===== src/include/ruc_pkg.sv =====
package ruc_pkg;

   // Clock and oscillator rates used to derive the watchdog tick.
   localparam int unsigned CLK_MHZ  = 200;
   localparam int unsigned OSC_MHZ  = 10;
   localparam int unsigned TICK_DIV = CLK_MHZ / OSC_MHZ;

   // Address and count constants.
   localparam logic [23:0] FACT_DEFAULT = 24'h010000;
   localparam logic [23:0] SERIAL_FACT  = 24'h000000;
   localparam logic [16:0] DOG_LOW      = 17'h00008;
   localparam logic [31:0] HIST_INVALID = 32'hFFFFFFFF;

   // Master state codes shown in the status words.
   localparam logic [1:0] MS_FACTORY = 2'h1;
   localparam logic [1:0] MS_APP     = 2'h2;

   // Capture selector codes.
   localparam logic [2:0] SEL_STATE = 3'h0;
   localparam logic [2:0] SEL_INFO2 = 3'h1;
   localparam logic [2:0] SEL_HIST1 = 3'h2;
   localparam logic [2:0] SEL_HIST2 = 3'h3;
   localparam logic [2:0] SEL_CTL   = 3'h4;

   // Synchroniser bank width and idle levels.
   localparam int unsigned SYNC_W   = 28;
   localparam logic [27:0] SYNC_RST = 28'h0000003;
   // Edges after reset release before the strap synchroniser holds the pin.
   localparam logic [4:0]  STRAP_WAIT = 5'h02;

   typedef enum logic [2:0] {
      ST_FACTORY = 3'h1,
      ST_LOADING = 3'h2,
      ST_USER    = 3'h4
   } ruc_state_t;

   typedef struct packed {
      logic        reserved_high_bit;
      logic        early_done_check_opt;
      logic        osc_opt;
      logic        watchdog_enable;
      logic        reserved_low_bit;
      logic [21:0] boot_page_field;
      logic [11:0] watchdog_timeout_field;
   } ruc_ctl_t;

   typedef struct packed {
      logic ext_reset;
      logic crc;
      logic err_line;
      logic watchdog_cause_flag;
      logic fabric;
   } ruc_cause_t;

   typedef struct packed {
      ruc_cause_t  cause;
      logic [1:0]  mstate;
      logic [23:0] boot_addr;
   } ruc_hist_t;

   typedef struct packed {
      logic       shift_en;
      logic       capture;
      logic       update;
      logic       din;
      logic [2:0] sel;
   } ruc_shift_t;

   typedef struct packed {
      ruc_state_t  state;
      logic        init;
      logic        parallel;
      logic        app_seen;
      ruc_ctl_t    ctl;
      ruc_ctl_t    upd;
      logic [23:0] fact_addr;
      logic [23:0] boot_addr;
      ruc_hist_t   hist1;
      ruc_hist_t   hist2;
      logic [28:0] dog_cnt;
      logic [4:0]  tick_cnt;
      logic [38:0] sr;
      logic        ext_prev;
      logic        err_prev;
      logic        set_prev;
      logic        reconfig;
      logic        osc_sel;
      logic        early_chk;
      logic        app_mode;
   } ruc_regs_t;

   localparam ruc_regs_t RUC_RST = '{
      state:     ST_FACTORY,
      fact_addr: FACT_DEFAULT,
      ext_prev:  1'b1,
      err_prev:  1'b1,
      default:   '0
   };

endpackage


===== src/hw/ruc_sync.sv =====
`timescale 1ns/1ps
module ruc_sync #(
   parameter int unsigned W   = 1,
   parameter logic [W-1:0] RST = '0
) (
   // Clock and reset
   input  wire logic         clk_i,
   input  wire logic         nrst_i,
   // Asynchronous levels in, synchronised levels out
   input  wire logic [W-1:0] async_i,
   output logic      [W-1:0] sync_o
);
   logic [W-1:0] meta_ff;
   logic [W-1:0] sync_ff;

   // The first stage feeds only the second stage.
   genvar g;
   generate
      for (g = 0; g < W; g++) begin : g_bit
         always_ff @(posedge clk_i) begin
            if (!nrst_i) begin
               meta_ff[g] <= RST[g];
               sync_ff[g] <= RST[g];
            end else begin
               meta_ff[g] <= async_i[g];
               sync_ff[g] <= meta_ff[g];
            end
         end
      end
   endgenerate

   assign sync_o = sync_ff;
endmodule


===== src/hw/ruc_upgrade_regs.sv =====
`timescale 1ns/1ps
module ruc_upgrade_regs (
   // Clock and reset
   input  wire logic              clk_i,
   input  wire logic              nrst_i,
   // Device pins and straps
   input  wire logic              external_config_reset_n_i,
   input  wire logic              config_error_line_n_i,
   input  wire logic              parallel_boot_scheme_i,
   input  wire logic              factory_boot_set_instr_i,
   input  wire logic [23:0]       factory_boot_addr_i,
   // Configuration engine
   input  wire logic              crc_error_i,
   input  wire logic              config_finished_pin_i,
   input  wire logic              early_done_i,
   input  wire logic              image_bad_i,
   // Fabric user logic
   input  wire ruc_pkg::ruc_shift_t shift_i,
   input  wire logic              fabric_reconfig_request_i,
   input  wire logic              watchdog_reload_strobe_i,
   // Outputs
   output logic                   shift_dout_o,
   output logic                   reconfig_o,
   output logic [23:0]            boot_addr_o,
   output logic                   startup_osc_sel_o,
   output logic                   early_check_o,
   output logic                   app_mode_o
);
   import ruc_pkg::*;

   ruc_regs_t   st_ff;
   ruc_regs_t   nxt_st;
   ruc_cause_t  cause;
   ruc_cause_t  win;
   logic [27:0] sync_s;
   logic        ext_s;
   logic        err_s;
   logic        par_s;
   logic        set_s;
   logic [23:0] addr_s;
   logic        tick;
   logic        dog_expire;
   logic [28:0] dog_load;
   logic [23:0] fact_boot;
   logic [1:0]  mstate;
   logic        strap_take;

   ruc_sync #(
      .W   (SYNC_W),
      .RST (SYNC_RST)
   ) u_sync (
      .clk_i   (clk_i),
      .nrst_i  (nrst_i),
      .async_i ({factory_boot_addr_i, factory_boot_set_instr_i,
                 parallel_boot_scheme_i, config_error_line_n_i,
                 external_config_reset_n_i}),
      .sync_o  (sync_s)
   );

   assign ext_s  = sync_s[0];
   assign err_s  = sync_s[1];
   assign par_s  = sync_s[2];
   assign set_s  = sync_s[3];
   assign addr_s = sync_s[27:4];

   assign tick      = (st_ff.tick_cnt == 5'(TICK_DIV - 1));
   assign dog_load  = {st_ff.ctl.watchdog_timeout_field, DOG_LOW};
   assign fact_boot = st_ff.parallel ? st_ff.fact_addr : SERIAL_FACT;
   assign mstate    = (st_ff.state == ST_FACTORY) ? MS_FACTORY : MS_APP;
   // The synchroniser sits at its reset level during reset, so the strap is
   // only trusted once two edges have refilled it with the pin.
   assign strap_take = !st_ff.init && (st_ff.tick_cnt == STRAP_WAIT);
   // The watchdog only runs in application user mode.
   assign dog_expire = (st_ff.state == ST_USER) &&
                       st_ff.ctl.watchdog_enable && tick &&
                       (st_ff.dog_cnt == 29'h0) &&
                       !watchdog_reload_strobe_i;

   always_comb begin
      nxt_st          = st_ff;
      nxt_st.reconfig = 1'b0;
      nxt_st.ext_prev = ext_s;
      nxt_st.err_prev = err_s;
      nxt_st.set_prev = set_s;
      nxt_st.tick_cnt = tick ? 5'h00 : st_ff.tick_cnt + 5'h01;

      // Causes are edges on the pins, pulses from fabric and engine, or watchdog expiry.
      cause                     = '0;
      cause.ext_reset           = st_ff.ext_prev && !ext_s;
      cause.err_line            = st_ff.err_prev && !err_s;
      cause.crc                 = crc_error_i ||
                                  ((st_ff.state == ST_LOADING) &&
                                   st_ff.ctl.early_done_check_opt &&
                                   (image_bad_i || early_done_i));
      cause.watchdog_cause_flag = dog_expire;
      cause.fabric              = fabric_reconfig_request_i;

      win = '0;
      if (cause.ext_reset) begin
         win.ext_reset = 1'b1;
      end else if (cause.crc) begin
         win.crc = 1'b1;
      end else if (cause.err_line) begin
         win.err_line = 1'b1;
      end else if (cause.watchdog_cause_flag) begin
         win.watchdog_cause_flag = 1'b1;
      end else if (cause.fabric) begin
         win.fabric = 1'b1;
      end

      // A new factory address is taken once per instruction.
      if (set_s && !st_ff.set_prev) begin
         nxt_st.fact_addr = addr_s;
      end

      // Shift path: capture has priority over shifting.
      if (shift_i.capture) begin
         unique case (shift_i.sel)
            SEL_STATE: begin
               if (st_ff.state == ST_FACTORY) begin
                  nxt_st.sr = {7'h00, mstate, 6'h00,
                               st_ff.boot_addr};
               end else begin
                  nxt_st.sr = {7'h00, mstate,
                               st_ff.ctl.watchdog_enable,
                               dog_load};
               end
            end
            SEL_INFO2: nxt_st.sr = {7'h00, mstate, 6'h00,
                                    st_ff.boot_addr};
            SEL_HIST1: nxt_st.sr = st_ff.app_seen ?
                                   {8'h00, st_ff.hist1} :
                                   {7'h00, HIST_INVALID};
            SEL_HIST2: nxt_st.sr = st_ff.app_seen ?
                                   {8'h00, st_ff.hist2} :
                                   {7'h00, HIST_INVALID};
            SEL_CTL: nxt_st.sr = (st_ff.state == ST_FACTORY) ?
                                 st_ff.upd : st_ff.ctl;
            default: nxt_st.sr = '0;
         endcase
      end else if (shift_i.shift_en) begin
         nxt_st.sr = {st_ff.sr[37:0], shift_i.din};
      end
      if (shift_i.update && (st_ff.state == ST_FACTORY)) begin
         nxt_st.upd = st_ff.sr;
      end

      // Watchdog down-counter with reload.
      if ((st_ff.state == ST_USER) && st_ff.ctl.watchdog_enable) begin
         if (watchdog_reload_strobe_i) begin
            nxt_st.dog_cnt = dog_load;
         end else if (tick && (st_ff.dog_cnt != 29'h0)) begin
            nxt_st.dog_cnt = st_ff.dog_cnt - 29'h1;
         end
      end

      if (!st_ff.init) begin
         // Causes are ignored until the straps have been caught.
         if (strap_take) begin
            nxt_st.init     = 1'b1;
            nxt_st.parallel = par_s;
            nxt_st.ctl      = '0;
            nxt_st.state    = ST_FACTORY;
            if (par_s) begin
               nxt_st.ctl.boot_page_field = st_ff.fact_addr[23:2];
               nxt_st.boot_addr           = st_ff.fact_addr;
            end else begin
               nxt_st.boot_addr = SERIAL_FACT;
            end
         end
      end else if (|cause) begin
         nxt_st.hist2    = st_ff.hist1;
         nxt_st.hist1    = '{cause: win, mstate: mstate,
                             boot_addr: st_ff.boot_addr};
         nxt_st.reconfig = 1'b1;
         nxt_st.app_mode = 1'b0;
         if (win.fabric) begin
            // Control is loaded from the update register only here, by the state machine.
            nxt_st.ctl       = st_ff.upd;
            nxt_st.state     = ST_LOADING;
            nxt_st.boot_addr = {st_ff.upd.boot_page_field, 2'h0};
            nxt_st.osc_sel   = st_ff.upd.osc_opt;
            nxt_st.early_chk = st_ff.upd.early_done_check_opt;
         end else begin
            nxt_st.ctl       = '0;
            nxt_st.state     = ST_FACTORY;
            nxt_st.boot_addr = fact_boot;
            nxt_st.osc_sel   = 1'b0;
            nxt_st.early_chk = 1'b0;
         end
      end else if ((st_ff.state == ST_LOADING) && config_finished_pin_i) begin
         nxt_st.state     = ST_USER;
         nxt_st.app_seen  = 1'b1;
         nxt_st.app_mode  = 1'b1;
         nxt_st.dog_cnt   = dog_load;
         nxt_st.osc_sel   = 1'b0;
         nxt_st.early_chk = 1'b0;
      end
   end

   always_ff @(posedge clk_i) begin
      if (!nrst_i) begin
         st_ff <= RUC_RST;
      end else begin
         st_ff <= nxt_st;
      end
   end

   assign shift_dout_o      = st_ff.sr[38];
   assign reconfig_o        = st_ff.reconfig;
   assign boot_addr_o       = st_ff.boot_addr;
   assign startup_osc_sel_o = st_ff.osc_sel;
   assign early_check_o     = st_ff.early_chk;
   assign app_mode_o        = st_ff.app_mode;
endmodule


===== config.mk =====
export PLATFORM = sky130hd
export DESIGN_NAME = ruc_upgrade_regs
export DESIGN_NICKNAME = d
export VERILOG_FILES = /design/src/include/ruc_pkg.sv /design/src/hw/ruc_sync.sv /design/src/hw/ruc_upgrade_regs.sv
export SDC_FILE = /design/constraint.sdc
export NUM_CORES = 1
export LEC_CHECK = 0
export ABC_AREA = 1
export ABC_CLOCK_PERIOD_IN_PS = 2200
export BUFFER_PORTS_ARGS = -buffer_cell sky130_fd_sc_hd__buf_4
export CORE_MARGIN = 2
export CORE_UTILIZATION = 45
export CTS_BUF_LIST = sky130_fd_sc_hd__clkbuf_16
export DETAILED_ROUTE_END_ITERATION = 10
export MAX_ROUTING_LAYER = met4
export PLACE_DENSITY = 0.75
export SKIP_LAST_GASP = 1
export SLEW_MARGIN = 10
export SYNTH_ARGS = -nofsm -noshare
export SYNTH_HDL_FRONTEND = slang
export SYNTH_SLANG_ARGS = --single-unit

===== constraint.sdc =====
create_clock -name clk_i -period 2.2 [get_ports clk_i]
set_clock_uncertainty 0.15 [all_clocks]
set_input_delay 0.22 -clock clk_i [delete_from_list [all_inputs] [get_ports clk_i]]
set_output_delay 0.22 -clock clk_i [all_outputs]
set_load 0.02 [all_outputs]

==> results.md, run 1 <==
* Num Clock Sinks at 330
* CORE AREA at 32,500 um^2
* Worst hold slack at 0.0246 ns
* Starting DRT DRC Count at 1,387
* Layout net count at 2,258
* Post-DRT Antenna Nets at 0
* CTS tree: done
* Int Pwr at 10.4 mW
* CTS Buf Count at 37
* Via count at 14.3k
* Part of the Yosys area used for sequential elements at 44.5%
* DIE HEIGHT at 186 um
* Logic pwr share at 12.1%
* Max-cap viol count at 0
* IO buf count at 71
* Share of the synthesized area in the top cell type at 44.5%
* Vias in the first global route at 13.4k
* Top cells by area, synth: dfxtp_1, nand2_1, o21ai_0, inv_1, a21oi_1
* Maximum VDD drop at 615 uV
* GR Overflow Total at 0
* EDFF count, synth at 0
* Relative slew slack at 43.3%
* DP HPWL at 28,400 um
* Ratio of cells with drive above 1 in the final layout at 14.4%
* Gp weighted congestion at 0.905
* Clk_lat worst skew at 0.54 ns
* I/O pins at 72
* Total wire length at 42,900 um
* Clock network fraction of design power at 42.2%
* Static leakage at 8.08 nW
* Commonest cells in the netlist: nand2_1, dfxtp_1, inv_1, o21ai_0, nor2_1
* Sequential power share at 45.7%
* First-pass GRT wire length at 67,800 um
* Post-route cell area at 17,900 um^2
* NetSw at 3.77 mW
* CTS clock-pin slew for the worst setup and hold paths at 0.06 ns
* Final hold vios at 0
* Via-per-instance ratio at 5.35
* Top FF cell, synth: dfxtp_1
* Cells after synthesis at 2,101
* Setup violators final at 0
* Placed cell areas at 16,100 um^2
* DRT Pass-1 Iters at 8
* Drt wl/cell at 16.0 um
* Largest net degree at the start of global routing at 130
* Yosys reg bits at 330
* Ant. Diodes at 0
* Mean Syn Cell Area at 7.06 um^2
* Period utilization at 97.6%
* Slew @ Worst Pin at 0.851 ns
* Most numerous cell in the Yosys netlist: nand2_1
* Htree depth at 2
* WP data arrival at 2.40 ns
* Synth Cell Area at 14,800 um^2
* DRC viols at 0
* Die W at 186 um
* Min Tclk post-route at 2.15 ns
* CP max FO at 32
* Initial Util at 45.6%
* Synth warn at 0
* CP startpoint kind: flip-flop
* Status: finished, final reports clean
* F_max at 466 MHz
* RSZ-0062 raised after global routing: yes
* Die ar. at 34,400 um^2
* Gr usage total at 25.4%
* Synth async-reset ratio at 0%
* Netlist cell types at 44
* CTS Buffer Depth at 3
* Fillers at 2,983
* Initial antenna violation count at 0
* CP endpoint kind: flip-flop
* Worst Hold Class: primary input to flip-flop
* Syn Nets at 2,147
* Setup_tns at 0 ns
* Pwr per Cell Area at 792 nW/um^2
* Setup CP Type: flip-flop to flip-flop
* Fin. max-slew vios at 0
* Row cnt at 66
* Root buf cell: clkbuf_16
* Total Power at 14.1 mW
* Worst EP required at 2.45 ns
* Area delta synth->final at 20.5%
* Post-synth top area cell: dfxtp_1
* Sw Share at 26.6%
per-stage QoR:
step           utilization, %  cells  setup WS (ns)
2_1_floorplan               -   2101         0.0908
3_3_place_gp             49.5   2570         0.0294
3_5_place_dp             49.5   2570        -0.0352
4_1_cts                  54.2   2665         0.0188
5_1_grt                  54.9   2675        -0.0532
6_report                 54.9   2675         0.0537
final cells by class:
| class | count | area (um^2) | share of cell area [%] |
|---|---|---|---|
| Clock buffer | 38 | 951 | 5.32 |
| Clock inverter | 22 | 201 | 1.13 |
| Inverter | 253 | 952 | 5.33 |
| Sequential cell | 330 | 6610 | 37.0 |
| Timing Repair Buffer | 225 | 1970 | 11.0 |
| Multi-Input combinational cell | 1365 | 6630 | 37.1 |
| Tap cell | 442 | 553 | 3.09 |
logic make-up (layout without fill, tap and decap cells):
kind of cell / count (synthesis) / count (layout) / share of synthesized area [%]
AND/OR/NAND/NOR: 829 / 829 / 24.0
adder cells (fa/ha/maj): 3 / 3 / 0.253
AO/OA/AOI/OAI: 518 / 518 / 18.7
buffers and inverters: 406 / 538 / 11.6
flip-flops: 330 / 330 / 44.5
XOR/XNOR: 15 / 15 / 0.886
worst max-delay path, stage by stage (launching register included):
cell     delay, ns
dfxtp_1       0.35
nor2_2        0.17
nand2_1       0.10
nor2_2        0.14
nand2_2       0.12
nor2_8        0.11
nand2_4       0.09
nand3_2       0.09
nand2_4       0.08
buf_12        0.19
nand2_4       0.14
buf_12        0.18
o22ai_1       0.09
timing repair:
item,in CTS,in global routing
pin swaps,2,5
resized for setup,7,38
cloned,1,2
setup buffers,1,8
endpoints found under the setup margin,48,146
hold buffers,33,0
endpoints found under the hold margin,62,0
per-layer routing:
metal / vias up / routed length, um / track usage (%)
met5: - / 0 / -
met4: 0 / 1920 / 11.5
met3: 150 / 3050 / 3.97
met2: 581 / 20000 / 41.8
met1: 6584 / 17900 / 30.7
li1: 7009 / - / -
worst paths after layout:
path	from	endpoint	slack [ns]	cells past startpoint
min	config_finished_pin_i	st_ff[271]$_SDFFE_PN1P_	0.02	4
max	st_ff[59]$_SDFF_PN0_	st_ff[120]$_SDFFE_PN0P_	0.05	12
max reg2reg	st_ff[59]$_SDFF_PN0_	st_ff[120]$_SDFFE_PN0P_	0.05	12
min reg2reg	u_sync.meta_ff[19]$_SDFF_PN0_	u_sync.sync_o[19]$_SDFF_PN0_	0.26	2
sequential cells by signal, summed over array words and instances (netlist names):
register and cells:
startup_osc_sel_o 1, shift_dout_o 1, u_sync.sync_o 28, st_ff 233, reconfig_o 1, u_sync.meta_ff 28, dog_load 12, app_mode_o 1
boot_addr_o 24, early_check_o 1
cells in the final DEF, fill, tap and decap left out, types with 7 or more instances in the layout:
cell,Yosys,layout
nor2_1,201,186
o22ai_1,25,25
nand2_2,5,9
buf_12,1,10
clkbuf_16,0,40
inv_2,6,7
inv_1,245,250
nor2_2,10,22
a22oi_1,11,11
nand2_1,437,431
nand4_1,25,25
o2111ai_1,17,17
o21ai_0,245,244
a21oi_1,162,161
buf_4,28,175
xnor2_1,8,8
nand3_1,122,119
xor2_1,7,7
o211ai_1,16,16
dlygate4sd3_1,0,33
o21ai_1,34,35
dfxtp_1,330,325
power by group through the flow:
stage	clock (mW)	combinational [mW]	sequential, mW
4_1_cts	6.04	1.65	6.46
2_1_floorplan	0	1.09	6.51
3_3_place_gp	0	1.54	6.58
5_1_grt	6.31	1.88	6.49
6_report	5.96	1.71	6.47
3_5_place_dp	0	1.58	6.59
Power figures use the tool's default switching activity.
==> inputs of run 2 (changes only) <==
--- a/config.mk
+++ b/config.mk
@@ -14,6 +14,7 @@
 export DETAILED_ROUTE_END_ITERATION = 10
 export MAX_ROUTING_LAYER = met4
 export PLACE_DENSITY = 0.75
+export RECOVER_POWER = 25
 export SKIP_LAST_GASP = 1
 export SLEW_MARGIN = 10
 export SYNTH_ARGS = -nofsm -noshare
==> results.md, run 2 (synthesized netlist as in run 1, its figures left out) <==
* Relative slew slack at 42.4% (-0.88 points)
* Slew @ Worst Pin at 0.864 ns (+0.0132 ns)
* Area delta synth->final at 20.0%
* Vias in the first global route at 13.4k (unchanged)
* Clk_lat worst skew at 0.54 ns (about the same)
* Via count at 14.4k (+0.59%)
* Multi-input logic area at 6630 um^2 (unchanged)
* Max-cap viol count at 0 (unchanged)
* Worst Hold Class: primary input to flip-flop
* CORE AREA at 32,500 um^2 (unchanged)
* Layout net count at 2,258 (unchanged)
* Initial antenna violation count at 0 (unchanged)
* Root buf cell: clkbuf_16
* First-pass GRT wire length at 67,800 um (unchanged)
* DRT Pass-1 Iters at 5 (-3)
* CTS Buf Count at 37 (unchanged)
* CTS Buffer Depth at 3 (unchanged)
* Setup CP Type: flip-flop to flip-flop
* Setup_tns at 0 ns (unchanged)
* CTS clock-pin slew for the worst setup and hold paths at 0.06 ns (about the same)
* Die W at 186 um (unchanged)
* Drt wl/cell at 16.1 um (about the same)
* Starting DRT DRC Count at 1,524 (+9.9%)
* DRC viols at 0 (unchanged)
* Htree depth at 2 (unchanged)
* Storage cell area at 6610 um^2 (unchanged)
* Commonest non-fill, non-tap cell in the layout: nand2_1
* I/O pins at 72 (unchanged)
* Post-route cell area at 17,800 um^2 (-0.40%)
* Fin. max-slew vios at 0 (unchanged)
* Period utilization at 97.5% (about the same)
* Worst hold slack at 0.0305 ns (+0.00594 ns)
* F_max at 466 MHz (about the same)
* WP data arrival at 2.40 ns (about the same)
* Final hold vios at 0 (unchanged)
* Fillers at 3,005 (+0.74%)
* DIE HEIGHT at 186 um (unchanged)
* Util after Layout at 54.7% (-0.22 points)
* Static leakage at 8.00 nW (-0.99%)
* Initial Util at 45.6% (unchanged)
* Die ar. at 34,400 um^2 (unchanged)
* Ant. Diodes at 0 (unchanged)
* Min Tclk post-route at 2.15 ns (-0.000424 ns)
* Maximum VDD drop at 612 uV (-0.51%)
* Gr usage total at 25.4% (unchanged)
* Setup violators final at 0 (unchanged)
* Worst EP required at 2.45 ns (about the same)
* Row cnt at 66 (unchanged)
* Status: finished, final reports clean
* Pwr per Cell Area at 794 nW/um^2 (+0.35%)
* DP HPWL at 28,400 um (unchanged)
* Largest register by flop count: st_ff
* CP endpoint kind: flip-flop
* Gp weighted congestion at 0.905 (unchanged)
* Num Clock Sinks at 330 (unchanged)
* Via-per-instance ratio at 5.39 (+0.59%)
* Total wire length at 43,000 um (about the same)
* Most frequent cells in the layout: nand2_1, dfxtp_1, inv_1, o21ai_0, nor2_1
* Largest net degree at the start of global routing at 130 (unchanged)
* RSZ-0062 raised after global routing: yes
* GR Overflow Total at 0 (unchanged)
* Placed cell areas at 16,100 um^2 (unchanged)
* Ratio of cells with drive above 1 in the final layout at 13.5% (-0.85 points)
* Total Power at 14.1 mW (about the same)
* Max reg flops at 233 (unchanged)
* CP max FO at 32 (unchanged)
* CP startpoint kind: flip-flop
* IO buf count at 71 (unchanged)
* Post-DRT Antenna Nets at 0 (unchanged)
* CTS tree: done
run 2: report_power, final:
| part | switching, mW | total [mW] | internal [mW] | leakage (nW) |
|---|---|---|---|---|
| combinational | 1.07 | 1.71 | 0.633 | 4.72 |
| sequential | 0.215 | 6.47 | 6.26 | 2.69 |
| clock | 2.49 | 5.97 | 3.48 | 0.587 |
run 2: timing repair:
action / in CTS / in global routing
endpoints found under the setup margin: 48 / 146
endpoints found under the hold margin: 62 / 0
buffers inserted: 1 / 8
hold buffers: 33 / 0
resized for setup: 7 / 38
pin swaps: 2 / 5
gates cloned: 1 / 2
run 2: worst paths after layout:
kind	slack [ns]	from	endpoint	cells past startpoint
max reg2reg	0.05	st_ff[59]$_SDFF_PN0_	st_ff[120]$_SDFFE_PN0P_	12
max	0.05	st_ff[59]$_SDFF_PN0_	st_ff[120]$_SDFFE_PN0P_	12
min	0.03	config_finished_pin_i	st_ff[271]$_SDFFE_PN1P_	4
min reg2reg	0.26	u_sync.meta_ff[19]$_SDFF_PN0_	u_sync.sync_o[19]$_SDFF_PN0_	2
run 2: final cells by class:
| class | count | area share, % |
|---|---|---|
| clock buffers | 38 | 5.34 |
| well taps | 442 | 3.11 |
| multi-input cells | 1365 | 37.3 |
| flip-flops and latches | 330 | 37.1 |
| clock inverters | 22 | 1.13 |
| repair buffers | 225 | 10.7 |
| inverters | 253 | 5.35 |
run 2: critical path: stages, from the launching register on:
cell and delay (ns):
dfxtp_1 0.35, nor2_2 0.17, nand2_1 0.10, nor2_2 0.14, nand2_2 0.12, nor2_8 0.11
nand2_4 0.09, nand3_2 0.09, nand2_4 0.08, buf_12 0.19, nand2_4 0.13, buf_12 0.18
o22ai_1 0.09
run 2: through the flow:
stage               std cells  setup slack [ns]
floorplan                2101            0.0908
global placement         2570            0.0294
global route             2675           -0.0532
finish                   2675            0.0542
CTS                      2665            0.0188
detailed placement       2570           -0.0352
run 2: routing by layer:
| layer | global-route usage [%] | wire length [um] | vias to the layer above |
|---|---|---|---|
| met5 | - | 0 | - |
| met4 | 11.5 | 1880 | 0 |
| met3 | 3.97 | 3150 | 133 |
| met2 | 41.8 | 20100 | 637 |
| met1 | 30.7 | 17800 | 6634 |
| li1 | - | - | 7004 |
